File: src/uart_ctl_params.svh
`ifndef UART_CTL_PARAMS_SVH
`define UART_CTL_PARAMS_SVH

// ****************
// register offsets
// ****************
`define OFS_DATA 3'h0
`define OFS_IER 3'h1
`define OFS_ISR 3'h2
`define OFS_LCR 3'h3
`define OFS_LSR 3'h5
`define OFS_MSR 3'h6
`define LCR_EFR_KEY 8'hBF

// ****************
// field positions
// ****************
`define IER_RX_READY_PIN_N 0
`define IER_TX_READY_PIN_N 1
`define IER_LSR 2
`define IER_MSR 3
`define IER_XOFF 5
`define IER_RTS 6
`define IER_CTS 7
`define EFR_ENH 4
`define EFR_ARTS 6
`define EFR_ACTS 7
`define FCR_EN 0
`define FCR_RXRST 1
`define FCR_TXRST 2
`define FCR_DMA 3
`define LCR_STOP 2

// ****************
// reset values and codes
// ****************
`define REG_RST 8'h00
`define ISR_LSR 6'h06
`define ISR_RXTO 6'h0C
`define ISR_RX_READY_PIN_N 6'h04
`define ISR_TX_READY_PIN_N 6'h02
`define ISR_MSR 6'h00
`define ISR_XSPEC 6'h10
`define ISR_FLOW 6'h20
`define ISR_NONE 6'h01

// ****************
// levels and timing
// ****************
`define TXTRIG_0 6'h10
`define TXTRIG_1 6'h08
`define TXTRIG_2 6'h18
`define TXTRIG_3 6'h1E
`define RXTRIG_0 6'h08
`define RXTRIG_1 6'h10
`define RXTRIG_2 6'h18
`define RXTRIG_3 6'h1E
`define TRIG_NOFIFO 6'h01
`define FIFO_DEPTH 6'h20
`define LEN_BASE 5'h07
`define TO_BITS 7'h0C

`endif

File: src/uart_ctl_pkg.sv
`default_nettype none
package uart_ctl_pkg;

  typedef enum logic [7:0] {
    SRC_NONE  = 8'h01,
    SRC_LSR   = 8'h02,
    SRC_RXTO  = 8'h04,
    SRC_RX_READY_PIN_N = 8'h08,
    SRC_TX_READY_PIN_N = 8'h10,
    SRC_MSR   = 8'h20,
    SRC_XSPEC = 8'h40,
    SRC_FLOW  = 8'h80
  } src_t;

  typedef struct packed {
    logic cs;
    logic rd;
    logic wr;
    logic [2:0] addr;
    logic [7:0] wdata;
  } host_req_t;

  typedef struct packed {
    logic fifo_en;
    logic dma_mode;
    logic rx_fifo_reset;
    logic tx_fifo_reset;
    logic [5:0] rx_trig;
    logic [5:0] tx_trig;
    logic [1:0] char_len;
    logic stop_sel;
  } ctl_t;

endpackage
`default_nettype wire

File: src/irq_prio_enc.sv
`timescale 1ns/1ps
`default_nettype none
module irq_prio_enc (
  // pending sources, index 0 is highest priority
  input wire logic [6:0] pend_i,
  // winning source
  output var uart_ctl_pkg::src_t src_o
);
  import uart_ctl_pkg::*;
  assign src_o = pend_i[0] ? SRC_LSR :
                 pend_i[1] ? SRC_RXTO :
                 pend_i[2] ? SRC_RX_READY_PIN_N :
                 pend_i[3] ? SRC_TX_READY_PIN_N :
                 pend_i[4] ? SRC_MSR :
                 pend_i[5] ? SRC_XSPEC :
                 pend_i[6] ? SRC_FLOW : SRC_NONE;
endmodule
`default_nettype wire

File: src/rx_timeout_timer.sv
`timescale 1ns/1ps
`default_nettype none
module rx_timeout_timer #(
  parameter int CNT_W = 7
) (
  // clock and reset
  input wire logic ref_clk_i,
  input wire logic rst_n_i,
  // control
  input wire logic bit_tick_i,
  input wire logic restart_i,
  input wire logic armed_i,
  input wire logic [CNT_W-1:0] limit_i,
  // expiry pulse
  output logic expire_o
);
  logic [CNT_W-1:0] cnt_q;
  logic fired_q;
  wire logic [CNT_W-1:0] cnt_inc = cnt_q + 1'b1;
  wire logic hit = armed_i && !restart_i && !fired_q && bit_tick_i && (cnt_inc == limit_i);

  always_ff @(posedge ref_clk_i)
  begin
    if (!rst_n_i || restart_i || !armed_i)
    begin
      cnt_q <= '0;
      fired_q <= 1'b0;
      expire_o <= 1'b0;
    end
    else
    begin
      if (bit_tick_i && !fired_q)
        cnt_q <= cnt_inc;
      fired_q <= fired_q | hit;
      expire_o <= hit;
    end
  end
endmodule
`default_nettype wire

File: src/uart_irq_fifo_format_ctl.sv
`timescale 1ns/1ps
`default_nettype none
`include "uart_ctl_params.svh"
module uart_irq_fifo_format_ctl (
  // clock and reset
  input wire logic ref_clk_i,
  input wire logic rst_n_i,
  // host register port
  input wire uart_ctl_pkg::host_req_t host_i,
  output logic [7:0] rdata_o,
  output logic irq_o,
  // datapath status
  input wire logic [5:0] rx_level_i,
  input wire logic [5:0] tx_level_i,
  input wire logic [7:0] rx_data_i,
  input wire logic [7:0] line_state_i,
  input wire logic [7:0] modem_state_i,
  input wire logic rx_char_i,
  input wire logic bit_tick_i,
  input wire logic xoff_match_i,
  input wire logic xon_match_i,
  input wire logic spec_match_i,
  // flow control pins
  input wire logic rts_pin_n_i,
  input wire logic cts_pin_n_i,
  // datapath control
  output var uart_ctl_pkg::ctl_t ctl_o,
  output logic rx_pop_o,
  output logic tx_push_o,
  output logic [7:0] tx_data_o,
  // dma pins
  output logic tx_ready_pin_n_o,
  output logic rx_ready_pin_n_o
);
  import uart_ctl_pkg::*;

  // ****************
  // register decode
  // ****************
  logic [7:0] ier_q;
  logic [7:0] efr_q;
  logic [7:0] lcr_q;
  src_t src_q;
  wire logic wr_go = host_i.cs && host_i.wr;
  wire logic rd_go = host_i.cs && host_i.rd;
  wire logic efr_sel = (lcr_q == `LCR_EFR_KEY);
  wire logic [7:0] wd = host_i.wdata;
  wire logic wr_thr = wr_go && host_i.addr == `OFS_DATA;
  wire logic wr_ier = wr_go && host_i.addr == `OFS_IER;
  wire logic wr_fcr = wr_go && host_i.addr == `OFS_ISR && !efr_sel;
  wire logic wr_efr = wr_go && host_i.addr == `OFS_ISR && efr_sel;
  wire logic wr_lcr = wr_go && host_i.addr == `OFS_LCR;
  wire logic rd_rhr = rd_go && host_i.addr == `OFS_DATA;
  wire logic rd_isr = rd_go && host_i.addr == `OFS_ISR && !efr_sel;
  wire logic rd_lsr = rd_go && host_i.addr == `OFS_LSR;
  wire logic rd_msr = rd_go && host_i.addr == `OFS_MSR;
  wire logic enh = efr_q[`EFR_ENH];

  // ****************
  // fifo setup and format
  // ****************
  ctl_t ctl_d;
  wire logic [5:0] tx_trig_sel = (wd[5:4] == 2'b00) ? `TXTRIG_0 :
                                 (wd[5:4] == 2'b01) ? `TXTRIG_1 :
                                 (wd[5:4] == 2'b10) ? `TXTRIG_2 : `TXTRIG_3;
  wire logic [5:0] rx_trig_sel = (wd[7:6] == 2'b00) ? `RXTRIG_0 :
                                 (wd[7:6] == 2'b01) ? `RXTRIG_1 :
                                 (wd[7:6] == 2'b10) ? `RXTRIG_2 : `RXTRIG_3;
  wire logic fcr_take = wr_fcr && wd[`FCR_EN];

  always_comb
  begin
    ctl_d = ctl_o;
    ctl_d.rx_fifo_reset = fcr_take && wd[`FCR_RXRST];
    ctl_d.tx_fifo_reset = fcr_take && wd[`FCR_TXRST];
    if (wr_fcr)
      ctl_d.fifo_en = wd[`FCR_EN];
    if (fcr_take)
    begin
      ctl_d.dma_mode = wd[`FCR_DMA];
      ctl_d.rx_trig = rx_trig_sel;
      if (enh)
        ctl_d.tx_trig = tx_trig_sel;
    end
    ctl_d.char_len = lcr_q[1:0];
    ctl_d.stop_sel = lcr_q[`LCR_STOP];
  end

  always_ff @(posedge ref_clk_i)
  begin
    if (!rst_n_i)
    begin
      ier_q <= `REG_RST;
      efr_q <= `REG_RST;
      lcr_q <= `REG_RST;
      ctl_o <= '{rx_trig: `RXTRIG_0, tx_trig: `TXTRIG_0, default: '0};
    end
    else
    begin
      if (wr_ier)
        ier_q <= {enh ? wd[7:4] : ier_q[7:4], wd[3:0]};
      if (wr_efr)
        efr_q <= wd;
      if (wr_lcr)
        lcr_q <= wd;
      ctl_o <= ctl_d;
    end
  end

  // ****************
  // effective levels
  // ****************
  wire logic [5:0] rx_trig_eff = ctl_o.fifo_en ? ctl_o.rx_trig : `TRIG_NOFIFO;
  wire logic [5:0] tx_trig_eff = ctl_o.fifo_en ? ctl_o.tx_trig : `TRIG_NOFIFO;
  wire logic rx_at_trig = (rx_level_i >= rx_trig_eff);
  wire logic tx_below = (tx_level_i < tx_trig_eff);
  wire logic tx_empty = (tx_level_i == 6'h00);

  // ****************
  // rx timeout timer
  // ****************
  wire logic [4:0] char_bits = `LEN_BASE + {3'b000, lcr_q[1:0]} + {4'b0000, lcr_q[`LCR_STOP]};
  wire logic [6:0] to_limit = {char_bits, 2'b00} + `TO_BITS;
  wire logic to_armed = (rx_level_i != 6'h00);
  wire logic to_expire;

  rx_timeout_timer #(
    .CNT_W(7)
  ) i_rx_timeout_timer (
    .ref_clk_i(ref_clk_i),
    .rst_n_i(rst_n_i),
    .bit_tick_i(bit_tick_i),
    .restart_i(rx_char_i || rd_rhr),
    .armed_i(to_armed),
    .limit_i(to_limit),
    .expire_o(to_expire)
  );

  // ****************
  // interrupt sources
  // ****************
  logic lsr_pend_q, to_pend_q, rxr_pend_q, txr_pend_q, msr_pend_q;
  logic xoff_pend_q, spec_pend_q, flow_pend_q;
  logic line_err_q, modem_chg_q, rts_n_q, cts_n_q;
  logic tx_below_q, tx_empty_q, tx_over_q;
  wire logic line_err = |line_state_i[4:1];
  wire logic modem_chg = |modem_state_i[3:0];
  wire logic line_rise = ier_q[`IER_LSR] && line_err && !line_err_q;
  wire logic modem_rise = ier_q[`IER_MSR] && modem_chg && !modem_chg_q;
  wire logic rts_rise = enh && efr_q[`EFR_ARTS] && ier_q[`IER_RTS] && rts_pin_n_i && !rts_n_q;
  wire logic cts_rise = enh && efr_q[`EFR_ACTS] && ier_q[`IER_CTS] && cts_pin_n_i && !cts_n_q;
  wire logic to_set = ier_q[`IER_RX_READY_PIN_N] && to_expire;
  wire logic tx_fall = tx_below && !tx_below_q;
  wire logic tx_drain = tx_empty && !tx_empty_q && !tx_over_q;
  wire logic tx_arm = wr_ier && wd[`IER_TX_READY_PIN_N] && !ier_q[`IER_TX_READY_PIN_N] && tx_empty;
  wire logic tx_set = (ier_q[`IER_TX_READY_PIN_N] && (tx_fall || tx_drain)) || tx_arm;
  wire logic xoff_set = enh && ier_q[`IER_XOFF] && xoff_match_i;
  wire logic spec_set = enh && ier_q[`IER_XOFF] && spec_match_i;

  always_ff @(posedge ref_clk_i)
  begin
    if (!rst_n_i)
    begin
      {line_err_q, modem_chg_q, rts_n_q, cts_n_q} <= 4'h0;
      {tx_below_q, tx_empty_q, tx_over_q} <= 3'h0;
      {lsr_pend_q, to_pend_q, rxr_pend_q, txr_pend_q} <= 4'h0;
      {msr_pend_q, xoff_pend_q, spec_pend_q, flow_pend_q} <= 4'h0;
    end
    else
    begin
      {line_err_q, modem_chg_q, rts_n_q, cts_n_q} <= {line_err, modem_chg, rts_pin_n_i, cts_pin_n_i};
      tx_below_q <= tx_below;
      tx_empty_q <= tx_empty;
      tx_over_q <= (tx_level_i > tx_trig_eff) || (tx_over_q && !tx_empty);
      lsr_pend_q <= line_rise || (lsr_pend_q && !rd_lsr);
      to_pend_q <= to_set || (to_pend_q && !rd_rhr);
      rxr_pend_q <= ier_q[`IER_RX_READY_PIN_N] && rx_at_trig;
      txr_pend_q <= tx_set || (txr_pend_q && !rd_isr && !wr_thr);
      msr_pend_q <= modem_rise || (msr_pend_q && !rd_msr);
      xoff_pend_q <= xoff_set || (xoff_pend_q && !rd_isr && !xon_match_i);
      spec_pend_q <= spec_set || (spec_pend_q && !rd_isr && !rx_char_i);
      flow_pend_q <= rts_rise || cts_rise || (flow_pend_q && !rd_msr);
    end
  end

  // ****************
  // priority and hold
  // ****************
  wire logic [6:0] pend = {flow_pend_q & enh, (xoff_pend_q | spec_pend_q) & enh, msr_pend_q,
                           txr_pend_q, rxr_pend_q, to_pend_q, lsr_pend_q};
  src_t enc_src;
  src_t src_d;
  logic [5:0] isr_code;
  wire logic cur_live = |(pend & src_q[7:1]);

  irq_prio_enc i_irq_prio_enc (
    .pend_i(pend),
    .src_o(enc_src)
  );

  assign src_d = cur_live ? src_q : enc_src;

  always_comb
  begin
    case (src_q)
      SRC_LSR: isr_code = `ISR_LSR;
      SRC_RXTO: isr_code = `ISR_RXTO;
      SRC_RX_READY_PIN_N: isr_code = `ISR_RX_READY_PIN_N;
      SRC_TX_READY_PIN_N: isr_code = `ISR_TX_READY_PIN_N;
      SRC_MSR: isr_code = `ISR_MSR;
      SRC_XSPEC: isr_code = `ISR_XSPEC;
      SRC_FLOW: isr_code = `ISR_FLOW;
      default: isr_code = `ISR_NONE;
    endcase
  end

  // ****************
  // read data and pins
  // ****************
  wire logic [7:0] isr_val = {{2{ctl_o.fifo_en}}, isr_code};
  wire logic [7:0] rd_mux = (host_i.addr == `OFS_DATA) ? rx_data_i :
                            (host_i.addr == `OFS_IER) ? ier_q :
                            (host_i.addr == `OFS_ISR) ? (efr_sel ? efr_q : isr_val) :
                            (host_i.addr == `OFS_LCR) ? lcr_q :
                            (host_i.addr == `OFS_LSR) ? line_state_i :
                            (host_i.addr == `OFS_MSR) ? modem_state_i : `REG_RST;
  wire logic rx_pin_act = ctl_o.dma_mode ? (rx_at_trig || to_pend_q) : to_armed;
  wire logic tx_pin_act = ctl_o.dma_mode ? (tx_level_i < `FIFO_DEPTH) : tx_empty;

  always_ff @(posedge ref_clk_i)
  begin
    if (!rst_n_i)
    begin
      src_q <= SRC_NONE;
      irq_o <= 1'b0;
      rdata_o <= `REG_RST;
      {rx_pop_o, tx_push_o} <= 2'b00;
      tx_data_o <= `REG_RST;
      tx_ready_pin_n_o <= 1'b1;
      rx_ready_pin_n_o <= 1'b1;
    end
    else
    begin
      src_q <= src_d;
      irq_o <= (src_d != SRC_NONE);
      if (rd_go)
        rdata_o <= rd_mux;
      rx_pop_o <= rd_rhr;
      tx_push_o <= wr_thr;
      if (wr_thr)
        tx_data_o <= wd;
      tx_ready_pin_n_o <= !tx_pin_act;
      rx_ready_pin_n_o <= !rx_pin_act;
    end
  end
endmodule
`default_nettype wire

File: config.mk
export PLATFORM = sky130hd
export DESIGN_NAME = uart_irq_fifo_format_ctl
export DESIGN_NICKNAME = d
export VERILOG_FILES = /design/src/uart_ctl_pkg.sv /design/src/irq_prio_enc.sv /design/src/rx_timeout_timer.sv /design/src/uart_irq_fifo_format_ctl.sv
export VERILOG_INCLUDE_DIRS = /design/src
export SDC_FILE = /design/constraint.sdc
export NUM_CORES = 1
export LEC_CHECK = 0
export BUFFER_PORTS_ARGS = -buffer_cell sky130_fd_sc_hd__buf_2
export CORE_MARGIN = 1.5
export CORE_UTILIZATION = 50
export DETAILED_ROUTE_END_ITERATION = 8
export GPL_ROUTABILITY_DRIVEN = 0
export PLACE_DENSITY_LB_ADDON = 0.05
export SETUP_SLACK_MARGIN = 0.15
export SLEW_MARGIN = 20
export SYNTH_ARGS = -nofsm -noshare
export SYNTH_HDL_FRONTEND = slang
export SYNTH_HIERARCHICAL = 1
export SYNTH_SLANG_ARGS = --single-unit
File: constraint.sdc
create_clock -name ref_clk_i -period 1.9 [get_ports ref_clk_i]
set_input_delay 0.19 -clock ref_clk_i [delete_from_list [all_inputs] [get_ports ref_clk_i]]
set_output_delay 0.19 -clock ref_clk_i [all_outputs]
set_load 0.02 [all_outputs]
==> metrics, run 1 <==
LEAKAGE=between 2 and 2.5 nW; I/O pin count=99; DRC=0; Worst Path Required=2.17 ns; Max FO, Critical Path=3; Clock Latency Late Sink=0.36 ns; final non-filler cell total=782; hpwl dp=10400 um; crit path time final=1.91 ns; Distinct cells, synth=72; synth warn=6; share of post-route cells with drive strength above 1=0.280; Worst Clk Skew=between 0.01 and 0.015 ns; combinational cell fraction of total power=0.119; sw frac=0.257; Site Rows=35; GRT Resource Usage Total=0.282; largest net degree at the start of global routing=36; vias=~4500; DIE AREA=9970 um^2; ant diodes=0; register area share after synthesis=0.384; clock sink count=90; Critical Path End Type=flop; flops & latches, synth=90; Final Hold Violating Endpoints=0; max cap viols=0; Final setup viols=1; RSZ-0062 raised after global routing=yes; # port buffers=94; Main synth FF type=dfxtp_1; Post-Place Cells=761; clock power share=0.383; Startpoint Class=flop; Crit Path Category=reg2reg; Synth Instances=550; Root Buffer=clkbuf_8; Slew HR=0.647; failing checks=negative setup slack; PnR worst setup slack=-0.00817 ns; die width=99.9 um; ys async rst share=0; max-slew violations=0; syn_area_per_cell=8.53 um^2; hold buffers post-CTS=0; Worst VDD drop=373 uV; outcome=complete, but fails checks; first-pass GRT wire length=21900 um; H-tree Lvls=3; Worst Hold Class=in2reg; Core ar.=9150 um^2; WHS=around 0.063 ns; deepest clock path buffer count=2; die height=around 100 um; DRT Pass-1 Iters=5; Pint=roughly 2.9 mW; Starting Density=0.513; 1st-iter DRT viols=~260; actual slew at the worst max-slew pin=0.528 ns; Post-synth EDFFs=0; Overall Power=between 3 and 4 mW; final period utilization=1.00; clock-pin slew on the worst setup and hold paths=about 0.09 ns; area delta synth->final=23.5%; Net count, final=740; sequential fraction of design power=0.498; final core occ=0.633; CTS tree=yes; Arrival @ worst endpoint=2.18 ns; PwrDens=about 670 nW/um^2; remaining antenna violation count=0; Psw=994 uW; Avg WL per Cell=about 17 um; vias per cell=5.79; Post-DP Area=5440 um^2; GRT Residual Overflow=0; number of buffers created by CTS=9; cell area after layout=5790 um^2; antenna violations before repair=0; synthesized area=4690 um^2; Routed WL=13700 um; vias in the first global route=4164; f_max=approximately 520 MHz
==> final timing paths <==
path	start	to	slack, ns	cells after the start
setup / recovery	lcr_q[0]	i_rx_timeout_timer/fired_q	-0.008	8
hold / removal	cts_pin_n_i	cts_n_q	0.06	2
setup reg to reg	lcr_q[0]	i_rx_timeout_timer/fired_q	-0.008	8
hold reg to reg	tx_data_o[6]	tx_data_o[6]	0.46	2
==> timing repair <==
item                       4_1_cts  5_1_grt
setup endpoints to repair        7       23
pin swaps                        2        6
setup buffers                    2        3
gates resized for setup          7       15
==> sequential cells by signal, indices dropped and copies added (netlist names), 7 cells and up <==
name and cells:
src_q 8, ctl_o 13, tx_data_o 8, rdata_o 8, efr_q 8, ier_q 8, i_rx_timeout_timer/cnt_q 7, lcr_q 8
==> power by group through the flow <==
stage | clock network [mW] | logic (mW) | registers, mW
global placement | 0 | 0.432 | 1.97
floorplan | 0 | 0.231 | 1.99
global route | 1.57 | 0.500 | 1.93
CTS | 1.51 | 0.448 | 1.93
finish | 1.48 | 0.460 | 1.93
detailed placement | 0 | 0.441 | 1.97
==> cells in the final DEF (no fill, tap or decap), types with 5 or more instances in the layout <==
master	n
buf_2	94
dfxtp_1	86
nand2_1	64
nor2_1	62
buf_4	39
a21oi_1	30
mux2i_1	29
nand3_1	21
nor3_1	14
inv_1	13
o21ai_0	13
ha_1	13
a211oi_1	12
xnor2_1	11
clkbuf_8	10
nor2b_1	9
conb_1	7
nor4_1	6
inv_2	5
a21o_1	5
nand2b_1	5
xor2_1	5
and3_1	5
==> metal layers <==
layer,wire length [um],global-route usage
met1,6120,0.386
met2,6340,0.463
met3,993,0.0432
met4,204,0.0769
met5,0,0
==> Yosys cell counts (5+ instances only) <==
cell type / number / area (um^2)
buf_2: 5 / 25.0
nor3_1: 15 / 75.1
nand2b_1: 5 / 31.3
a21o_1: 5 / 37.5
xnor2_1: 11 / 96.3
clkbuf_1: 19 / 71.3
inv_1: 16 / 60.1
buf_4: 8 / 60.1
o21ai_0: 15 / 75.1
mux2i_1: 29 / 290
a21oi_1: 30 / 150
nor2b_1: 9 / 56.3
and3_1: 5 / 31.3
xor2_1: 5 / 43.8
ha_1: 14 / 175
nand3_1: 21 / 105
and2_1: 5 / 31.3
a211oi_1: 13 / 97.6
dfxtp_1: 90 / 1800
nor4_1: 7 / 43.8
nand2_1: 65 / 244
nor2_1: 62 / 233
==> final cells by class <==
cell class / instances / area, um^2
fillers: 841 / 3360
multi-input cells: 412 / 2760
flip-flops and latches: 90 / 1810
repair buffers: 135 / 795
well taps: 111 / 139
clock buffers: 10 / 138
clock inverters: 6 / 87.6
inverters: 18 / 67.6
==> metrics by stage <==
step,worst slack (ns),TNS [ns]
floorplan,0.0966,0
global placement,0.00252,0
detailed placement,-0.0432,-0.0737
CTS,-0.0252,-0.0325
global route,-0.176,-0.339
finish,-0.00817,-0.00817
==> logic make-up after synthesis <==
family / after synthesis / synth area share
XOR/XNOR: 16 / 0.0299
AO/OA/AOI/OAI: 111 / 0.161
other: 1 / 0.000799
adder cells (fa/ha/maj): 15 / 0.0416
buffers and inverters: 54 / 0.0528
AND/OR/NAND/NOR: 232 / 0.263
multiplexers: 31 / 0.0667
flip-flops: 90 / 0.384
==> critical path, cell delays in order, from the launching register on <==
cell	delay [ns]
dfxtp_2	0.35
inv_2	0.05
ha_4	0.26
inv_2	0.04
fa_1	0.46
xnor2_1	0.15
xnor2_1	0.19
o211ai_1	0.11
o31ai_1	0.21
Note: power is estimated with default switching activity, not from simulation.
==> inputs of run 2 (changes only) <==
--- a/config.mk
+++ b/config.mk
@@ -11,7 +11,7 @@
 export CORE_UTILIZATION = 50
 export DETAILED_ROUTE_END_ITERATION = 8
 export GPL_ROUTABILITY_DRIVEN = 0
-export PLACE_DENSITY_LB_ADDON = 0.05
+export PLACE_DENSITY = 0.86
 export SETUP_SLACK_MARGIN = 0.15
 export SLEW_MARGIN = 20
 export SYNTH_ARGS = -nofsm -noshare
==> run 2 against run 1 <==
The run now ends clean. Clock power down 9%. Design area fell by 0.65%. Sequential power about the same. Sequential share of layout area increased by 0.25 points. First-iteration DRC count grew 100%. Highest routed layer unchanged. Sequential cell count unchanged. Largest power group unchanged. Setup slack gained 0.0095 ns. Critical path type unchanged. Register-to-register slack hardly changed.
==> metrics, run 2 (synthesized netlist as in run 1, its figures left out) <==
max cap viols=0; Core ar.=9150 um^2; final period utilization=0.999; Worst Hold Endpoint=rts_n_q; largest net degree at the start of global routing=23; CTS tree=yes; antenna violations before repair=0; fillers=around 750; die width=99.9 um; deepest clock path buffer count=2; vias=4726; RSZ-0062 raised after global routing=yes; clock-pin slew on the worst setup and hold paths=approximately 0.10 ns; Starting Density=0.513; number of buffers created by CTS=9; most frequent cells in the layout=94 x buf_2, 84 x dfxtp_1, 64 x nand2_1; Site Rows=35; commonest non-fill, non-tap cell in the layout=buf_2; Arrival @ worst endpoint=~2.2 ns; HP Start=rts_pin_n_i; Worst Clk Skew=0.00943 ns; vias in the first global route=about 4500; vias per cell=6.07; worst-path cell chain=inv_2 -> ha_4 -> inv_2 -> fa_1 -> xnor2_1 -> xnor2_1 -> o21ai_1 -> nor4_1; Critical-path top delay cell=fa_1; # port buffers=94; hold buffers post-CTS=0; largest register by flop count=ctl_o; Startpoint Class=flop; Routed WL=between 10000 and 15000 um; clock power share=0.363; Final setup viols=0; area delta synth->final=22.7%; GRT Residual Overflow=0; Avg WL per Cell=17.5 um; final core occ=0.629; outcome=complete, no violations; WHS=0.0342 ns; remaining antenna violation count=0; PwrDens=648 nW/um^2; first-pass GRT wire length=21500 um; FF-to-FF setup slack=around 0.0013 ns; 1st-iter DRT viols=514; hold depth=2; Crit Path Category=reg2reg; combinational cell fraction of total power=0.120; Critical Path End Type=flop; Slew HR=0.643; sw frac=0.265; CP peak stage delay=~0.44 ns; Psw=slightly below 1 mW; Post-DP Area=5410 um^2; die height=99.9 um; GRT Resource Usage Total=0.273; H-tree Lvls=3; Worst Hold Class=in2reg; Max FO, Critical Path=3; ant diodes=0; I/O pin count=between 90 and 100; share of post-route cells with drive strength above 1=0.274; clock sink count=90; max-slew violations=0; DIE AREA=9970 um^2; crit path time final=1.90 ns; cell area after layout=approximately 5800 um^2; Final Hold Violating Endpoints=0; Clock Latency Late Sink=0.37 ns; f_max=527 MHz; DRC=0; LEAKAGE=2.32 nW; Root Buffer=clkbuf_8; Largest register FFs=13; crit-path leading delay family=adder cells; actual slew at the worst max-slew pin=0.531 ns; DRT Pass-1 Iters=6; Reg2Reg Depth=8; Pint=2.74 mW; worst r2r src=lcr_q[0]; multi-input logic area=2760 um^2; Net count, final=between 700 and 800; sequential cell area=1810 um^2; Reg-to-Reg End=i_rx_timeout_timer/expire_o; hpwl dp=between 10000 and 15000 um; sequential fraction of design power=0.518; sum of buffers and inverters on the critical path=2; Worst VDD drop=around 380 uV; Worst Path Required=2.18 ns
==> run 2: changes by cell type in the layout (fill, tap and decap cells not counted), sizes merged <==
cell / change
buf: -3
clkinv: -2
clkinvlp: +2
bufinv: -1
clkbuf: +1
==> run 2: layout make-up <==
class | count | share of cell area
clock inverters | 5 | 0.0109
inverters | 18 | 0.0117
well taps | 111 | 0.0241
flip-flops and latches | 90 | 0.315
clock buffers | 11 | 0.0246
multi-input cells | 412 | 0.479
repair buffers | 132 | 0.135
==> run 2: timing repair <==
item                       in CTS  in global routing
setup endpoints to repair       6                 21
resized for setup               5                 22
hold endpoints to repair        0                  0
buffers inserted                0                  4
pin swaps                       1                  7
==> run 2: metrics by stage <==
stage	worst slack [ns]	TNS, ns	instances	power [mW]
CTS	-0.00629	-0.00629	775	3.73
finish	0.00133	0	779	3.73
floorplan	0.0966	0	556	2.22
detailed placement	-0.0112	-0.0112	759	2.40
global route	-0.0974	-0.178	779	3.86
global placement	0.0650	0	759	2.39
==> run 2: worst max-delay path by stage <==
stage | from | end | depth (start not counted)
after floorplan | lcr_q[2] | i_rx_timeout_timer/expire_o | 8
after global placement | lcr_q[2] | i_rx_timeout_timer/expire_o | 8
after detailed placement | lcr_q[2] | i_rx_timeout_timer/fired_q | 8
after CTS | lcr_q[2] | i_rx_timeout_timer/fired_q | 8
after global routing | lcr_q[2] | i_rx_timeout_timer/fired_q | 8
final | lcr_q[0] | i_rx_timeout_timer/expire_o | 8
==> run 2: power by group through the flow <==
stage	Clock [mW]	Sequential, mW	Combinational (mW)
after floorplan	0	1.99	0.231
after global placement	0	1.97	0.413
after detailed placement	0	1.97	0.429
after CTS	1.37	1.93	0.431
after global routing	1.45	1.93	0.480
final	1.35	1.93	0.447
==> run 2: layer usage <==
metal  share of wire  global-route usage  wire (um)  vias to the layer above
li1                -                   -          -                     2177
met1            0.40               0.328       5430                     2208
met2            0.47               0.469       6450                      277
met3           0.089              0.0634       1210                       64
met4           0.038               0.116        516                        0
met5               0                   0          0                        -
==> inputs of run 3 (changes only) <==
--- a/config.mk
+++ b/config.mk
@@ -13,7 +13,7 @@
 export GPL_ROUTABILITY_DRIVEN = 0
 export PLACE_DENSITY = 0.86
 export SETUP_SLACK_MARGIN = 0.15
-export SLEW_MARGIN = 20
+export SLEW_MARGIN = 10
 export SYNTH_ARGS = -nofsm -noshare
 export SYNTH_HDL_FRONTEND = slang
 export SYNTH_HIERARCHICAL = 1
==> constraint.sdc (replaced) <==
create_clock -name ref_clk_i -period 1.7 [get_ports ref_clk_i]
set_input_delay 0.17 -clock ref_clk_i [delete_from_list [all_inputs] [get_ports ref_clk_i]]
set_output_delay 0.17 -clock ref_clk_i [all_outputs]
set_load 0.02 [all_outputs]
==> run 3 against run 2 <==
The run now ends with negative setup slack left. Die area is the same. Non-clock buffer count grew 18. Clock skew grew 0.0094 ns. Largest cell class unchanged.
==> metrics, run 3 (synthesized netlist as in run 1, its figures left out) <==
LEAKAGE=2.49 nW; first-pass GRT wire length=23100 um; final non-filler cell total=around 800; Site Rows=35; most frequent cells in the layout=94 x buf_2, 81 x dfxtp_1, 61 x nor2_1; Largest register FFs=13; Final setup viols=3; number of buffers created by CTS=9; hold depth=2; area delta synth->final=31.5%; Clock Latency Late Sink=0.36 ns; PwrDens=~700 nW/um^2; PnR worst setup slack=-0.162 ns; remaining antenna violation count=0; GRT Resource Usage Total=0.293; Worst Hold Class=in2reg; Root Buffer=clkbuf_8; Max FO, Critical Path=2; outcome=complete, but fails checks; crit path time final=~1.9 ns; total negative setup slack=-0.368 ns; max cap viols=0; H-tree Lvls=3; failing checks=negative setup slack; Crit Path Category=reg2reg; DRT Pass-1 Iters=9; ant diodes=0; Avg WL per Cell=19.3 um; FF-to-FF setup slack=-0.16 ns; share of post-route cells with drive strength above 1=0.353; antenna violations before repair=0; vias=about 4900; 1st-iter DRT viols=800; Reg2Reg Depth=8; Worst Hold Endpoint=cts_n_q; vias per cell=6.19; die height=roughly 100 um; actual slew at the worst max-slew pin=0.501 ns; DIE AREA=9970 um^2; Post-Place Cells=771; DRC=0; Starting Density=0.513; Net count, final=755; worst r2r src=lcr_q[0]; clock-pin slew on the worst setup and hold paths=roughly 0.09 ns; CTS tree=yes; largest register by flop count=ctl_o; Critical Path End Type=flop; hpwl dp=10400 um; die width=99.9 um; I/O pin count=99; RSZ-0062 raised after global routing=yes; Worst Clk Skew=between 0.015 and 0.02 ns; Worst VDD drop=402 uV; max-slew violations=0; Routed WL=between 15000 and 20000 um; deepest clock path buffer count=2; vias in the first global route=4797; # port buffers=94; Core ar.=9150 um^2; Post-DP Area=5540 um^2; largest net degree at the start of global routing=22; HP Start=cts_pin_n_i; Final Hold Violating Endpoints=0; Reg-to-Reg End=i_rx_timeout_timer/fired_q; GRT Residual Overflow=0; f_max=537 MHz; Startpoint Class=flop; Slew HR=0.663; final period utilization=1.10; commonest non-fill, non-tap cell in the layout=buf_2; Arrival @ worst endpoint=2.13 ns; clock sink count=90; cell area after layout=around 6200 um^2; Worst Path Required=1.97 ns
==> run 3: changes by cell type in the layout (fill, tap and decap cells not counted), sizes merged <==
| cell | change |
|---|---|
| clkinvlp | -1 |
| buf | +18 |
| bufinv | +1 |
| clkbuf | +1 |
| inv | -1 |
==> run 3: worst max-delay path, stage by stage, from the launching register on <==
cell	delay, ns
dfxtp_2	0.35
inv_2	0.05
ha_4	0.26
inv_2	0.04
fa_1	0.45
xnor2_1	0.17
xnor2_1	0.16
o211ai_1	0.11
o31ai_1	0.19
==> run 3: metal layers <==
| layer | track usage | share of wire | up-vias |
|---|---|---|---|
| li1 | - | - | 2209 |
| met1 | 0.345 | 0.36 | 2248 |
| met2 | 0.502 | 0.47 | 374 |
| met3 | 0.0613 | 0.10 | 103 |
| met4 | 0.158 | 0.060 | 0 |
| met5 | 0 | 0 | - |
==> run 3: layout make-up <==
cell class | instances | area (um^2)
clock buffers | 12 | 145
fillers | 644 | 2980
clock inverters | 4 | 76.3
multi-input cells | 412 | 2980
flip-flops and latches | 90 | 1820
repair buffers | 150 | 945
well taps | 111 | 139
inverters | 18 | 67.6
==> run 3: worst max-delay path by stage <==
stage,depth (start not counted),end,from,slack [ns]
floorplan,8,i_rx_timeout_timer/expire_o,lcr_q[2],-0.10
global placement,8,i_rx_timeout_timer/expire_o,lcr_q[2],-0.13
detailed placement,8,i_rx_timeout_timer/fired_q,lcr_q[0],-0.19
CTS,8,i_rx_timeout_timer/expire_o,lcr_q[0],-0.17
global route,8,i_rx_timeout_timer/expire_o,lcr_q[2],-0.31
finish,8,i_rx_timeout_timer/fired_q,lcr_q[0],-0.16
==> run 3: stage by stage <==
stage | utilization | hold slack, ns | setup WS, ns | total power, mW
6_report | 0.674 | 0.0259 | -0.162 | 4.32
4_1_cts | 0.649 | 0.0228 | -0.168 | 4.28
2_1_floorplan | - | 0.292 | -0.103 | 2.48
3_3_place_gp | 0.605 | 0.387 | -0.130 | 2.67
3_5_place_dp | 0.605 | 0.395 | -0.191 | 2.69
5_1_grt | 0.674 | 0.0257 | -0.306 | 4.46
==> run 3: what timing repair did <==
action | in CTS | in global routing
gates resized for setup | 33 | 44
pin swaps | 17 | 23
cloned | 0 | 1
hold buffers | 0 | 0
setup endpoints to repair | 30 | 38
buffers inserted | 6 | 3
==> run 3: where the power goes <==
group | internal, mW | leakage, nW | switching [mW]
clock network | 0.873 | 0.107 | 0.744
logic | 0.214 | 1.65 | 0.333
registers | 2.13 | 0.734 | 0.0200
